`config.mk`:
```
export PLATFORM = sky130hd
export DESIGN_NAME = cdi_ctrl
export DESIGN_NICKNAME = d
export VERILOG_FILES = /design/src/verilog/cdi_pkg.sv /design/src/verilog/cdi_cclk_if.sv /design/src/verilog/cdi_card_clk.sv /design/src/verilog/cdi_ctrl.sv
export SDC_FILE = /design/constraint.sdc
export NUM_CORES = 1
export LEC_CHECK = 0
export BUFFER_PORTS_ARGS = -buffer_cell sky130_fd_sc_hd__buf_2
export CAP_MARGIN = 5
export CORE_UTILIZATION = 60
export DETAILED_ROUTE_END_ITERATION = 16
export PLACE_DENSITY = 0.79
export RECOVER_POWER = 100
export SLEW_MARGIN = 20
export SYNTH_ARGS = -nofsm -noshare
export SYNTH_HDL_FRONTEND = slang
export SYNTH_SLANG_ARGS = --single-unit
```
`constraint.sdc`:
```
create_clock -name clk_i -period 4.5 [get_ports clk_i]
set_input_delay 0.9 -clock clk_i [delete_from_list [all_inputs] [get_ports clk_i]]
set_output_delay 0.9 -clock clk_i [all_outputs]
set_load 0.01 [all_outputs]
```
`src/verilog/cdi_pkg.sv`:
```
// Shared constants and types for the card interface control block
package cdi_pkg;

    // ========================================================
    // Clock and timing
    localparam int CLK_HZ        = 40_000_000;
    localparam int SPIKE_NS      = 50;
    // Longest suppressed spike, rounded down to whole cycles
    localparam int SPIKE_CYC_RAW = (SPIKE_NS * (CLK_HZ / 1_000_000)) / 1000;
    localparam logic [1:0] SPIKE_CYC =
        2'((SPIKE_CYC_RAW < 1) ? 1 : SPIKE_CYC_RAW);

    // ========================================================
    // Two-wire bus framing
    localparam logic [7:0] ADDR_BASE     = 8'h40;
    localparam logic [3:0] BITS_PER_BYTE = 4'h8;
    localparam logic       LINE_IDLE     = 1'b1;

    // ========================================================
    // Control register layout
    localparam logic [7:0] CTRL_RESET    = 8'h00;
    localparam int CTRL_SESSION  = 0;
    localparam int CTRL_WARM     = 1;
    localparam int CTRL_VCC_3V   = 2;
    localparam int CTRL_CLK_STOP = 3;
    localparam int CTRL_STOP_HI  = 4;
    localparam int CTRL_DIV_LO   = 5;
    localparam int CTRL_DIV_HI   = 6;
    localparam int CTRL_IO_EN    = 7;

    // ========================================================
    // Status register layout
    localparam logic [7:0] STATUS_RESET  = 8'h04;
    localparam int STAT_PRES     = 0;
    localparam int STAT_PRES_CHG = 1;
    localparam int STAT_IO       = 2;
    localparam int STAT_SUPPLY   = 3;
    localparam int STAT_OVERCURRENT_HEAT_FLAG     = 4;
    localparam int STAT_MUTE     = 5;
    localparam int STAT_EARLY    = 6;
    localparam int STAT_ACTIVE   = 7;

    // ========================================================
    // Card clock: half periods in system cycles, input clock = clk/2
    localparam logic [1:0] DIV_BY8  = 2'h0;
    localparam logic [1:0] DIV_BY4  = 2'h1;
    localparam logic [1:0] DIV_BY2  = 2'h2;
    localparam logic [3:0] HALF_BY8 = 4'h8;
    localparam logic [3:0] HALF_BY4 = 4'h4;
    localparam logic [3:0] HALF_BY2 = 4'h2;
    localparam logic [3:0] HALF_BY1 = 4'h1;

    // ========================================================
    // Answer-to-reset window in card clocks
    localparam int ATR_EARLY_CLKS = 400;
    localparam int ATR_MUTE_CLKS  = 40000;

    // ========================================================
    // Serial slave states
    typedef enum logic [2:0] {
        ST_IDLE    = 3'b000,
        ST_ADDR    = 3'b001,
        ST_ADDR_AK = 3'b010,
        ST_WR_DATA = 3'b011,
        ST_WR_AK   = 3'b100,
        ST_RD_DATA = 3'b101,
        ST_RD_AK   = 3'b110,
        ST_IGNORE  = 3'b111
    } cdi_state_t;

endpackage

```
`src/verilog/cdi_cclk_if.sv`:
```
// Carrier between the control core and the card clock generator
`timescale 1ns/1ps
interface cdi_cclk_if;
    logic [1:0] div;
    logic       stop;
    logic       stop_high;
    logic       card_clk;
    logic       card_tick;

    modport ctl (output div, stop, stop_high,
                 input  card_clk, card_tick);
    modport gen (input  div, stop, stop_high,
                 output card_clk, card_tick);
endinterface

```
`src/verilog/cdi_card_clk.sv`:
```
// Card clock generator with divider and stop level
`timescale 1ns/1ps
module cdi_card_clk
    import cdi_pkg::*;
(
    // System
    input  wire logic clk_i,
    input  wire logic resetn_i,
    // Control side
    cdi_cclk_if.gen   cc
);
    logic [3:0] half;
    logic [3:0] cnt;

    // ========================================================
    // Divider selection
    always_comb begin
        case (cc.div)
            DIV_BY8: half = HALF_BY8;
            DIV_BY4: half = HALF_BY4;
            DIV_BY2: half = HALF_BY2;
            default: half = HALF_BY1;
        endcase
    end

    // Half-period counter, restarts when stopped so runs begin cleanly
    always_ff @(posedge clk_i or negedge resetn_i) begin
        if (!resetn_i) begin
            cnt <= 4'h0;
        end else if (cc.stop || cnt + 4'h1 >= half) begin
            cnt <= 4'h0;
        end else begin
            cnt <= cnt + 4'h1;
        end
    end

    // Clock level; held at the chosen level while stopped
    always_ff @(posedge clk_i or negedge resetn_i) begin
        if (!resetn_i) begin
            cc.card_clk <= 1'b0;
        end else if (cc.stop) begin
            cc.card_clk <= cc.stop_high;
        end else if (cnt + 4'h1 >= half) begin
            cc.card_clk <= ~cc.card_clk;
        end
    end

    // One pulse per card clock rising edge, for window counting
    always_ff @(posedge clk_i or negedge resetn_i) begin
        if (!resetn_i) begin
            cc.card_tick <= 1'b0;
        end else begin
            cc.card_tick <= !cc.stop && (cnt + 4'h1 >= half)
                            && !cc.card_clk;
        end
    end

    chk_clk_stop_level: assert property (
        @(posedge clk_i) disable iff (!resetn_i)
        cc.stop [*2] |-> cc.card_clk == $past(cc.stop_high))
        else $error("card clock not held at stop level");

endmodule

```
`src/verilog/cdi_ctrl.sv`:
```
// Two-wire slave front end, control and status of one card interface
`timescale 1ns/1ps
module cdi_ctrl
    import cdi_pkg::*;
#(
    parameter int MUTE_CLKS  = ATR_MUTE_CLKS,
    parameter int EARLY_CLKS = ATR_EARLY_CLKS
) (
    // System
    input  wire logic       clk_i,
    input  wire logic       resetn_i,
    // Two-wire bus
    input  wire logic       scl_i,
    input  wire logic       sda_i,
    output logic            sda_o,
    output logic            sda_oe_o,
    input  wire logic       addr_select_bit0_i,
    input  wire logic       addr_select_bit1_i,
    input  wire logic       addr_select_bit2_i,
    // Card and supervisor status
    input  wire logic       card_present_i,
    input  wire logic       card_io_i,
    input  wire logic       vcc_on_i,
    input  wire logic       supply_fault_i,
    input  wire logic       overcurrent_heat_flag_fault_i,
    // Sequencer controls
    output logic            session_o,
    output logic            warm_reset_o,
    output logic            vcc_3v_o,
    output logic            card_clk_o,
    // Host-side card I/O
    output logic            host_side_io_o,
    output logic            host_side_io_oe_o,
    // Interrupt
    output logic            irq_n_o
);
    cdi_cclk_if cc ();
    cdi_state_t state;

    logic [1:0] raw;
    logic [1:0] filt;
    logic       scl_d;
    logic       sda_d;
    logic [3:0] bit_cnt;
    logic [7:0] rx;
    logic [7:0] tx;
    logic [7:0] card_control;
    logic       commit;
    logic       rd_clr;
    logic       scl_rise;
    logic       scl_fall;
    logic       bus_start;
    logic       bus_stop;
    logic       addr_hit;
    logic       pres_q;
    logic       flag_pres;
    logic       flag_supply;
    logic       flag_overcurrent_heat_flag;
    logic       flag_mute;
    logic       flag_early;
    logic       atr_run;
    logic [15:0] atr_cnt;
    logic       answer;
    logic       mute_hit;
    logic       atr_begin;
    logic [7:0] status;

    // ========================================================
    // Spike filter: a level must hold past the spike limit to pass
    assign raw = {sda_i, scl_i};
    for (genvar g = 0; g < 2; g++) begin : g_filt
        logic [1:0] cnt;
        always_ff @(posedge clk_i or negedge resetn_i) begin
            if (!resetn_i) begin
                cnt     <= 2'h0;
                filt[g] <= LINE_IDLE;
            end else if (raw[g] == filt[g]) begin
                cnt     <= 2'h0;
            end else if (cnt == SPIKE_CYC) begin
                filt[g] <= raw[g];
                cnt     <= 2'h0;
            end else begin
                cnt     <= cnt + 2'h1;
            end
        end
    end

    // Previous filtered levels for edge and condition detection
    always_ff @(posedge clk_i or negedge resetn_i) begin
        if (!resetn_i) begin
            scl_d <= LINE_IDLE;
            sda_d <= LINE_IDLE;
        end else begin
            scl_d <= filt[0];
            sda_d <= filt[1];
        end
    end

    assign scl_rise  = filt[0] && !scl_d;
    assign scl_fall  = !filt[0] && scl_d;
    assign bus_start = filt[0] && scl_d && sda_d && !filt[1];
    assign bus_stop  = filt[0] && scl_d && !sda_d && filt[1];
    // Address byte compared with its direction bit masked off
    assign addr_hit  = {rx[7:1], 1'b0} == ADDR_BASE +
        {4'h0, addr_select_bit2_i, addr_select_bit1_i,
         addr_select_bit0_i, 1'b0};

    // ========================================================
    // Slave sequencer; SDA changes only after SCL falls
    always_ff @(posedge clk_i or negedge resetn_i) begin
        if (!resetn_i) begin
            state    <= ST_IDLE;
            bit_cnt  <= 4'h0;
            rx       <= 8'h00;
            tx       <= 8'h00;
            sda_oe_o <= 1'b0;
        end else if (bus_start) begin
            state    <= ST_ADDR;
            bit_cnt  <= 4'h0;
            sda_oe_o <= 1'b0;
        end else if (bus_stop) begin
            state    <= ST_IDLE;
            sda_oe_o <= 1'b0;
        end else begin
            case (state)
                ST_ADDR, ST_WR_DATA: begin
                    if (scl_rise) begin
                        rx      <= {rx[6:0], filt[1]};
                        bit_cnt <= bit_cnt + 4'h1;
                    end else if (scl_fall && bit_cnt == BITS_PER_BYTE) begin
                        bit_cnt <= 4'h0;
                        if (state == ST_WR_DATA) begin
                            state    <= ST_WR_AK;
                            sda_oe_o <= 1'b1;
                        end else if (addr_hit) begin
                            state    <= ST_ADDR_AK;
                            sda_oe_o <= 1'b1;
                        end else begin
                            state    <= ST_IGNORE;
                        end
                    end
                end
                ST_ADDR_AK: begin
                    if (scl_fall) begin
                        if (rx[0]) begin
                            state    <= ST_RD_DATA;
                            tx       <= {status[6:0], 1'b0};
                            sda_oe_o <= !status[7];
                        end else begin
                            state    <= ST_WR_DATA;
                            sda_oe_o <= 1'b0;
                        end
                    end
                end
                ST_WR_AK: begin
                    // Extra bytes before STOP simply rewrite the register
                    if (scl_fall) begin
                        state    <= ST_WR_DATA;
                        sda_oe_o <= 1'b0;
                    end
                end
                ST_RD_DATA: begin
                    if (scl_rise) begin
                        bit_cnt <= bit_cnt + 4'h1;
                    end else if (scl_fall) begin
                        if (bit_cnt == BITS_PER_BYTE) begin
                            state    <= ST_RD_AK;
                            bit_cnt  <= 4'h0;
                            sda_oe_o <= 1'b0;
                        end else begin
                            sda_oe_o <= !tx[7];
                            tx       <= {tx[6:0], 1'b0};
                        end
                    end
                end
                ST_RD_AK: begin
                    if (scl_rise) begin
                        // Master nack ends the read; ack repeats status
                        state <= filt[1] ? ST_IGNORE : ST_ADDR_AK;
                    end
                end
                ST_IDLE, ST_IGNORE: begin
                    sda_oe_o <= 1'b0;
                end
                default: begin
                    state    <= ST_IDLE;
                    sda_oe_o <= 1'b0;
                end
            endcase
        end
    end

    assign sda_o  = 1'b0;
    // Register written only once a whole data byte is in
    assign commit = state == ST_WR_DATA && scl_fall
                    && bit_cnt == BITS_PER_BYTE && !bus_start
                    && !bus_stop;
    // Status snapshot taken on read clears the event flags
    assign rd_clr = state == ST_ADDR_AK && scl_fall && rx[0]
                    && !bus_start && !bus_stop;

    // ========================================================
    // Control register
    always_ff @(posedge clk_i or negedge resetn_i) begin
        if (!resetn_i) begin
            card_control <= CTRL_RESET;
        end else if (commit) begin
            card_control <= rx;
        end else if (answer || mute_hit) begin
            card_control[CTRL_WARM] <= 1'b0;
        end
    end

    // Sequencer and card clock controls follow the register
    assign session_o    = card_control[CTRL_SESSION];
    assign warm_reset_o = card_control[CTRL_WARM];
    assign vcc_3v_o     = card_control[CTRL_VCC_3V];
    assign cc.stop      = card_control[CTRL_CLK_STOP];
    assign cc.stop_high = card_control[CTRL_STOP_HI];
    assign cc.div       = card_control[CTRL_DIV_HI:CTRL_DIV_LO];
    assign card_clk_o   = cc.card_clk;

    cdi_card_clk u_card_clk (
        .clk_i    (clk_i),
        .resetn_i (resetn_i),
        .cc       (cc)
    );

    // Card I/O passes to host only while enabled, else released
    always_ff @(posedge clk_i or negedge resetn_i) begin
        if (!resetn_i) begin
            host_side_io_o    <= 1'b1;
            host_side_io_oe_o <= 1'b0;
        end else begin
            host_side_io_o    <= card_io_i;
            host_side_io_oe_o <= card_control[CTRL_IO_EN];
        end
    end

    // ========================================================
    // Answer-to-reset window, counted in card clocks
    assign atr_begin = commit && ((rx[CTRL_SESSION] && !session_o)
                       || rx[CTRL_WARM]);
    assign answer    = atr_run && !card_io_i;
    assign mute_hit  = atr_run && cc.card_tick && !answer
                       && atr_cnt == 16'(MUTE_CLKS - 1);

    always_ff @(posedge clk_i or negedge resetn_i) begin
        if (!resetn_i) begin
            atr_run <= 1'b0;
            atr_cnt <= 16'h0000;
        end else if (atr_begin) begin
            atr_run <= 1'b1;
            atr_cnt <= 16'h0000;
        end else if (answer || mute_hit) begin
            atr_run <= 1'b0;
        end else if (atr_run && cc.card_tick) begin
            atr_cnt <= atr_cnt + 16'h0001;
        end
    end

    // Mute and early persist until the next session starts
    always_ff @(posedge clk_i or negedge resetn_i) begin
        if (!resetn_i) begin
            flag_mute  <= 1'b0;
            flag_early <= 1'b0;
        end else if (atr_begin && rx[CTRL_SESSION] && !session_o) begin
            flag_mute  <= 1'b0;
            flag_early <= 1'b0;
        end else begin
            if (mute_hit) begin
                flag_mute <= 1'b1;
            end
            if (answer && atr_cnt < 16'(EARLY_CLKS)) begin
                flag_early <= 1'b1;
            end
        end
    end

    // ========================================================
    // Sticky event flags; a new event beats a clearing read
    always_ff @(posedge clk_i or negedge resetn_i) begin
        if (!resetn_i) begin
            pres_q      <= 1'b0;
            flag_pres   <= 1'b0;
            flag_supply <= 1'b0;
            flag_overcurrent_heat_flag   <= 1'b0;
        end else begin
            pres_q      <= card_present_i;
            flag_pres   <= (card_present_i != pres_q)
                           || (flag_pres && !rd_clr);
            flag_supply <= supply_fault_i
                           || (flag_supply && !rd_clr);
            flag_overcurrent_heat_flag   <= (overcurrent_heat_flag_fault_i && vcc_on_i)
                           || (flag_overcurrent_heat_flag && !rd_clr);
        end
    end

    // Live levels registered so reset value is defined
    logic [7:0] live;
    always_ff @(posedge clk_i or negedge resetn_i) begin
        if (!resetn_i) begin
            live <= STATUS_RESET;
        end else begin
            live[STAT_PRES]   <= card_present_i;
            live[STAT_IO]     <= card_io_i;
            live[STAT_ACTIVE] <= vcc_on_i;
        end
    end

    always_comb begin
        status                = live;
        status[STAT_PRES_CHG] = flag_pres;
        status[STAT_SUPPLY]   = flag_supply;
        status[STAT_OVERCURRENT_HEAT_FLAG]     = flag_overcurrent_heat_flag;
        status[STAT_MUTE]     = flag_mute;
        status[STAT_EARLY]    = flag_early;
    end

    // Interrupt follows the latched events, active low
    always_ff @(posedge clk_i or negedge resetn_i) begin
        if (!resetn_i) begin
            irq_n_o <= 1'b1;
        end else begin
            irq_n_o <= !(flag_pres || flag_supply || flag_overcurrent_heat_flag);
        end
    end

    // ========================================================
    // Checks
    chk_ctrl_full_byte: assert property (
        @(posedge clk_i) disable iff (!resetn_i)
        $changed(card_control[7:2]) |-> $past(commit))
        else $error("control changed without a full byte");
    chk_ack_low_drive: assert property (
        @(posedge clk_i) disable iff (!resetn_i)
        (state == ST_ADDR_AK || state == ST_WR_AK) |-> sda_oe_o)
        else $error("acknowledge not driven low");
    chk_foreign_silent: assert property (
        @(posedge clk_i) disable iff (!resetn_i)
        state == ST_IGNORE |-> !sda_oe_o)
        else $error("driving sda on foreign address");
    chk_vcc_follows_write: assert property (
        @(posedge clk_i) disable iff (!resetn_i)
        commit |=> vcc_3v_o == $past(rx[CTRL_VCC_3V]))
        else $error("voltage select did not take written bit");
    chk_io_gate_off: assert property (
        @(posedge clk_i) disable iff (!resetn_i)
        !card_control[CTRL_IO_EN] [*2] |-> !host_side_io_oe_o)
        else $error("host io driven while disabled");
    chk_warm_self_clear: assert property (
        @(posedge clk_i) disable iff (!resetn_i)
        (mute_hit && !commit) |=> !warm_reset_o && flag_mute)
        else $error("warm reset not cleared on mute");
    chk_flag_read_clear: assert property (
        @(posedge clk_i) disable iff (!resetn_i)
        (rd_clr && !supply_fault_i) |=> !flag_supply)
        else $error("supply flag not cleared by read");
    chk_irq_on_flag: assert property (
        @(posedge clk_i) disable iff (!resetn_i)
        supply_fault_i |=> ##1 !irq_n_o)
        else $error("interrupt missing after supply fault");
    chk_early_answer: assert property (
        @(posedge clk_i) disable iff (!resetn_i)
        (answer && atr_cnt < 16'(EARLY_CLKS) && !atr_begin)
        |=> flag_early)
        else $error("early answer not flagged");

endmodule

```
# After elaboration in Yosys (flattened, before gate mapping)
# Cells that the tools add are included.
# op_classes
addsub	6
mux	60
n_bitwise	5
n_eq_ne	36
magnitude_cmp	2
reduce_logical	76
# op_table
op	count
two-way mux 16 bit	3
!= test 4 bit (second input constant)	11
two-way mux 3 bit	14
two-way mux 8 bit	5
two-way mux 4 bit	8
logical AND 1 bit	31
two-way mux 1 bit	21
adder 16 x 1 -> 16 bit (second input constant)	1
equality test 16 bit (second input constant)	1
less-than comparator 16 x 9 -> 1 bit (second input constant)	1
one-hot mux 8 bit (2 select lines)	1
AND reduction 8 bit	2
logical NOT 1 bit	15
one-hot mux 3 bit (5 select lines)	1
!= test 2 bit (second input constant)	7
nonzero test 2 bit	7
nonzero test 7 bit	2
equality test 3 bit (second input constant)	4
one-hot mux 4 bit (3 select lines)	1
AND reduction 9 bit	1
adder 4 x 1 -> 4 bit (second input constant)	2
adder 7 x 4 -> 8 bit (first input constant)	1
equality test 8 bit	1
logical OR 1 bit	8
21 further kinds	36
# totals
elab_cells	213
ff_bits	73
in_bits	12
out_inout_bits	9

# Longest topological paths before layout
# logic_depth
ltp_word	10
depth_mapped	8
depth_no_buf	7

# Hierarchy
# Synthesis repeated with hierarchy kept, for this count alone.
# unflattened
cells_unflattened	362
area_unflattened_um2	3702.3
# modules_own_cells
mod	cells_per_inst	area_each_um2	seq_area_each_um2	instances
cdi_ctrl	326	3334.4	1659.1	1
cdi_card_clk	36	367.9	150.1	1

# Least setup slack after synthesis
# No wires, ideal clock.
# synth_path
path_kind	input -> register
from	input card_io_i
to	register atr_cnt[1]
required_ps	4380
n_path_buf	1
path_stages	6
arrival_ps	2033
path_slack_ps	2347
setup_time_ps	120
cell_sequence	nand4bb_1 -> or4_1 -> buf_2 -> o211ai_4 -> mux2i_1 -> nor2_2
# synth_between
elab_chain_len	8
# synth_rtl
element	line	source
from (decl)	cdi_ctrl.sv:22	input wire logic card_io_i,
logical NOT 1 bit *	cdi_ctrl.sv:244	assign answer = atr_run && !card_io_i;
logical AND 1 bit *	cdi_ctrl.sv:244	
logical NOT 1 bit	cdi_ctrl.sv:245	assign mute_hit = atr_run && cc.card_tick && !answer
logical AND 1 bit	cdi_ctrl.sv:245	
logical AND 1 bit	cdi_ctrl.sv:246	&& atr_cnt == 16'(MUTE_CLKS - 1);
logical OR 1 bit *	cdi_ctrl.sv:255	end else if (answer || mute_hit) begin
!= test 2 bit (no source line) *	--	
AND reduction 2 bit (no source line) *	--	
to (signal assigned)	cdi_ctrl.sv:258	atr_cnt <= atr_cnt + 16'h0001;
to (decl)	cdi_ctrl.sv:62	logic [15:0] atr_cnt;
# Mark *: on every way between the ends. The rest lies on a longest branch, timed or not.
# A chain may end at the register's enable or synchronous reset.

==> run_results.csv <==
group,metric,value,unit
status,outcome,"finished, violations left",
status,violations,"max-capacitance violations, max-slew violations",
global_routing,antenna_found_initial,0,
clock_network,cts_buffers,9,
synth,async_flop_share,1.00,
power_and_ir_drop,p_leak,1.77,nW
global_routing,grt_max_degree,41,
power_and_ir_drop,finalPower,1.75,mW
timing,hold_viol,0,
final_layout,num-fill-cells,484,
floorplan,die_area,0.00654,mm2
global_routing,grt_pass1_wl,11.6,mm
clock_network,cts_resized,0,
timing,fin_setup_tns,0,ns
placement,placed_area,0.00383,mm2
placement,hpwl,4.85,mm
critical_path,crit_chain,"clkbuf_1, clkbuf_2",
clock_network,cts_buffer_depth,2,
route,dr.pass1.iters,5,
route,drc_errors,0,
clock_network,cts_setup_buffers,0,
placement,gp_congestion,0.835,
clock_network,cts_hold_buf,0,
floorplan,rows,28,
timing,finalCritPeriodShare,0.640,
critical_path,crit_fanout,40,
clock_network,insertion_delay,0.34,ns
floorplan,dieHeight,80.9,um
final_layout,design_area,0.00402,mm2
clock_network,cts_tree,"built",
placement,port_buffers,19,
global_routing,gr-total-overflow,0,
timing,whs,0.370,ns
synth,avgSynthCellArea,10.8,um2
timing,maxSlewHeadroom,-0.399,
timing,rsz0062_at_grt,"no",
final_layout,antennaDiodeCount,0,
synth,ys.flop_type,"dfrtp_1",
worst_hold_path,hold_class,"reg -> reg",
critical_path,worst_ep_arrival_time,3.25,ns
critical_path,endpoint_kind,"async pin",
final_layout,area_growth,7.74,%
floorplan,core_area,0.00596,mm2
clock_network,path_clk_slew,0.08,ns
placement,dp_slack,1.99,ns
timing,slew_viol_final,41,
timing,setup_viol,0,
power_and_ir_drop,power.density,434,mW/mm2
timing,min_period,2.88,ns
critical_path,worst_r2r_path_depth,6,
route,vias,2643,
critical_path,critPathMaxStageDelay,1.47,ns
power_and_ir_drop,ir_worst_vdd,0.332,mV
critical_path,cp_num_cells,2,
synth,ys_seq_area_frac,0.485,
final_layout,final_nets,387,
final_layout,regArea,0.00181,mm2
global_routing,grt_pass1_vias,2527,
timing,fmax,347,MHz
worst_hold_path,hold_path_depth,0,
timing,tightest_slew,2.10,ns
clock_network,clockRootBuffer,"clkbuf_8",
critical_path,required,4.87,ns
route,vias_per_cell,5.95,
route,drtAntennaViolNets,0,
route,wl_per_cell,15.7,um
synth,synth-edff-count,0,
floorplan,fp.dieW,80.9,um
timing,finalWorstSetupSlack,1.62,ns
critical_path,crit_family,"buffers and inverters",
critical_path,path_buf_inv,2,
clock_network,htreeDepth,3,
floorplan,io_pins,21,
synth,syn_inst,345,
final_layout,drive_gt1_frac,0.163,
synth,yosysUniqueCellTypes,64,
route,drt_iter0_drc,124,
synth,yosys_warnings,0,
synth,netlist_area,0.00373,mm2
global_routing,track_usage,0.238,
final_layout,multi_input_area,0.00178,mm2
timing,finClkSkew,0.0109,ns
critical_path,slowest_stage,"clkbuf_1",
clock_network,clock_sinks,72,
critical_path,worstSetupPathType,"in -> async",
critical_path,worst_setup_path_start_kind,"input pin",
floorplan,start_util,0.627,
run,max_cap_viol_count,1,
synth,ys_ff_latch,72,
synth,syn_nets,368,
route,totalWireLength,6.99,mm
## per-layer routing
metal / vias up / global-route usage / share of wire
li1: 1285 / - / -
met1: 1302 / 0.298 / 0.46
met2: 47 / 0.403 / 0.50
met3: 9 / 0.0640 / 0.036
met4: 0 / 0.0732 / 0.013
met5: - / 0 / 0
## path summary, 6_finish.rpt
| check | end | from | slack (ns) |
|---|---|---|---|
| max in group clk_i | atr_run$_DFFE_PN0P_ | filt[1]$_DFFE_PN1P_ | 1.77 |
| setup reg to reg | atr_run$_DFFE_PN0P_ | filt[1]$_DFFE_PN1P_ | 1.77 |
| min in group asynchronous | tx[1]$_DFFE_PN0P_ | resetn_i | 1.16 |
| hold reg to reg | host_side_io_oe_o$_DFF_PN0_ | card_control[7]$_DFFE_PN0P_ | 0.37 |
| hold / removal | host_side_io_oe_o$_DFF_PN0_ | card_control[7]$_DFFE_PN0P_ | 0.37 |
| setup / recovery | atr_cnt[1]$_DFFE_PN0P_ | resetn_i | 1.62 |
## flip-flops by register name, indices dropped and copies added (netlist names), 2 cells and up
name	flops
rx	8
state	3
tx	7
live	3
atr_cnt	16
g_filt.cnt	4
filt	2
card_control	8
bit_cnt	4
u_card_clk.cnt	4
## logic make-up after synthesis
family,Yosys count,share of synthesized area
and+or+nand+nor,121,0.187
AOI/OAI and AO/OA,74,0.137
DFF,72,0.485
muxes,27,0.0781
buffers and inverters,23,0.0375
xor gates and xnor gates,16,0.0375
adders and majority gates,11,0.0369
other,1,0.00100
## metrics by stage
stage | utilization | cells
after floorplan | - | 345
after global placement | 0.644 | 428
after detailed placement | 0.644 | 428
after CTS | 0.679 | 444
after global routing | 0.675 | 444
final | 0.675 | 444
## area by class of cell
class | instances | area share
Clock buffer | 10 | 0.0317
Clock inverter | 6 | 0.0212
Inverter | 10 | 0.00933
Multi-Input combinational cell | 250 | 0.442
Sequential cell | 72 | 0.450
Tap cell | 75 | 0.0233
Timing Repair Buffer | 21 | 0.0221
## cells in the final DEF, fill, tap and decap left out, drive strengths merged, types with 6 or more instances in the layout
master | synthesis | layout
or3 | 7 | 7
mux2i | 10 | 10
dfstp | 6 | 6
nor2 | 24 | 24
nand3 | 15 | 15
nor3 | 12 | 12
and2 | 6 | 6
mux2 | 17 | 17
buf | 8 | 7
inv | 10 | 10
o21ai | 17 | 17
xor2 | 11 | 11
ha | 11 | 11
nand2 | 17 | 17
a21oi | 25 | 25
clkbuf | 5 | 24
nor2b | 6 | 6
dfrtp | 66 | 66
## power breakdown
group | leakage (nW) | switching (mW) | internal [mW]
registers | 0.924 | 0.100 | 0.747
logic | 0.740 | 0.193 | 0.160
clock network | 0.102 | 0.237 | 0.310
## synthesized netlist by cell type (3+ instances only)
cell / count / area share
nand2_1: 17 / 0.017
and4_1: 3 / 0.0070
buf_4: 3 / 0.0060
a21o_1: 3 / 0.0060
mux2_2: 17 / 0.051
buf_2: 4 / 0.0054
nand2b_1: 5 / 0.0084
xor2_1: 11 / 0.026
nand3_1: 14 / 0.019
mux2i_1: 10 / 0.027
or3_1: 7 / 0.012
dfstp_2: 6 / 0.042
ha_1: 11 / 0.037
inv_1: 10 / 0.010
o21ai_1: 6 / 0.0080
nand3b_1: 5 / 0.010
nor3_1: 12 / 0.016
nor3b_1: 3 / 0.0060
a31oi_1: 4 / 0.0067
dfrtp_1: 66 / 0.44
o21ai_0: 11 / 0.015
a21oi_1: 24 / 0.032
xnor2_1: 5 / 0.012
or4_1: 4 / 0.0080
clkbuf_8: 3 / 0.011
nor2b_1: 6 / 0.010
nor2_1: 23 / 0.023
and2_1: 5 / 0.0084
No activity file was read; power rests on OpenSTA's default activity.
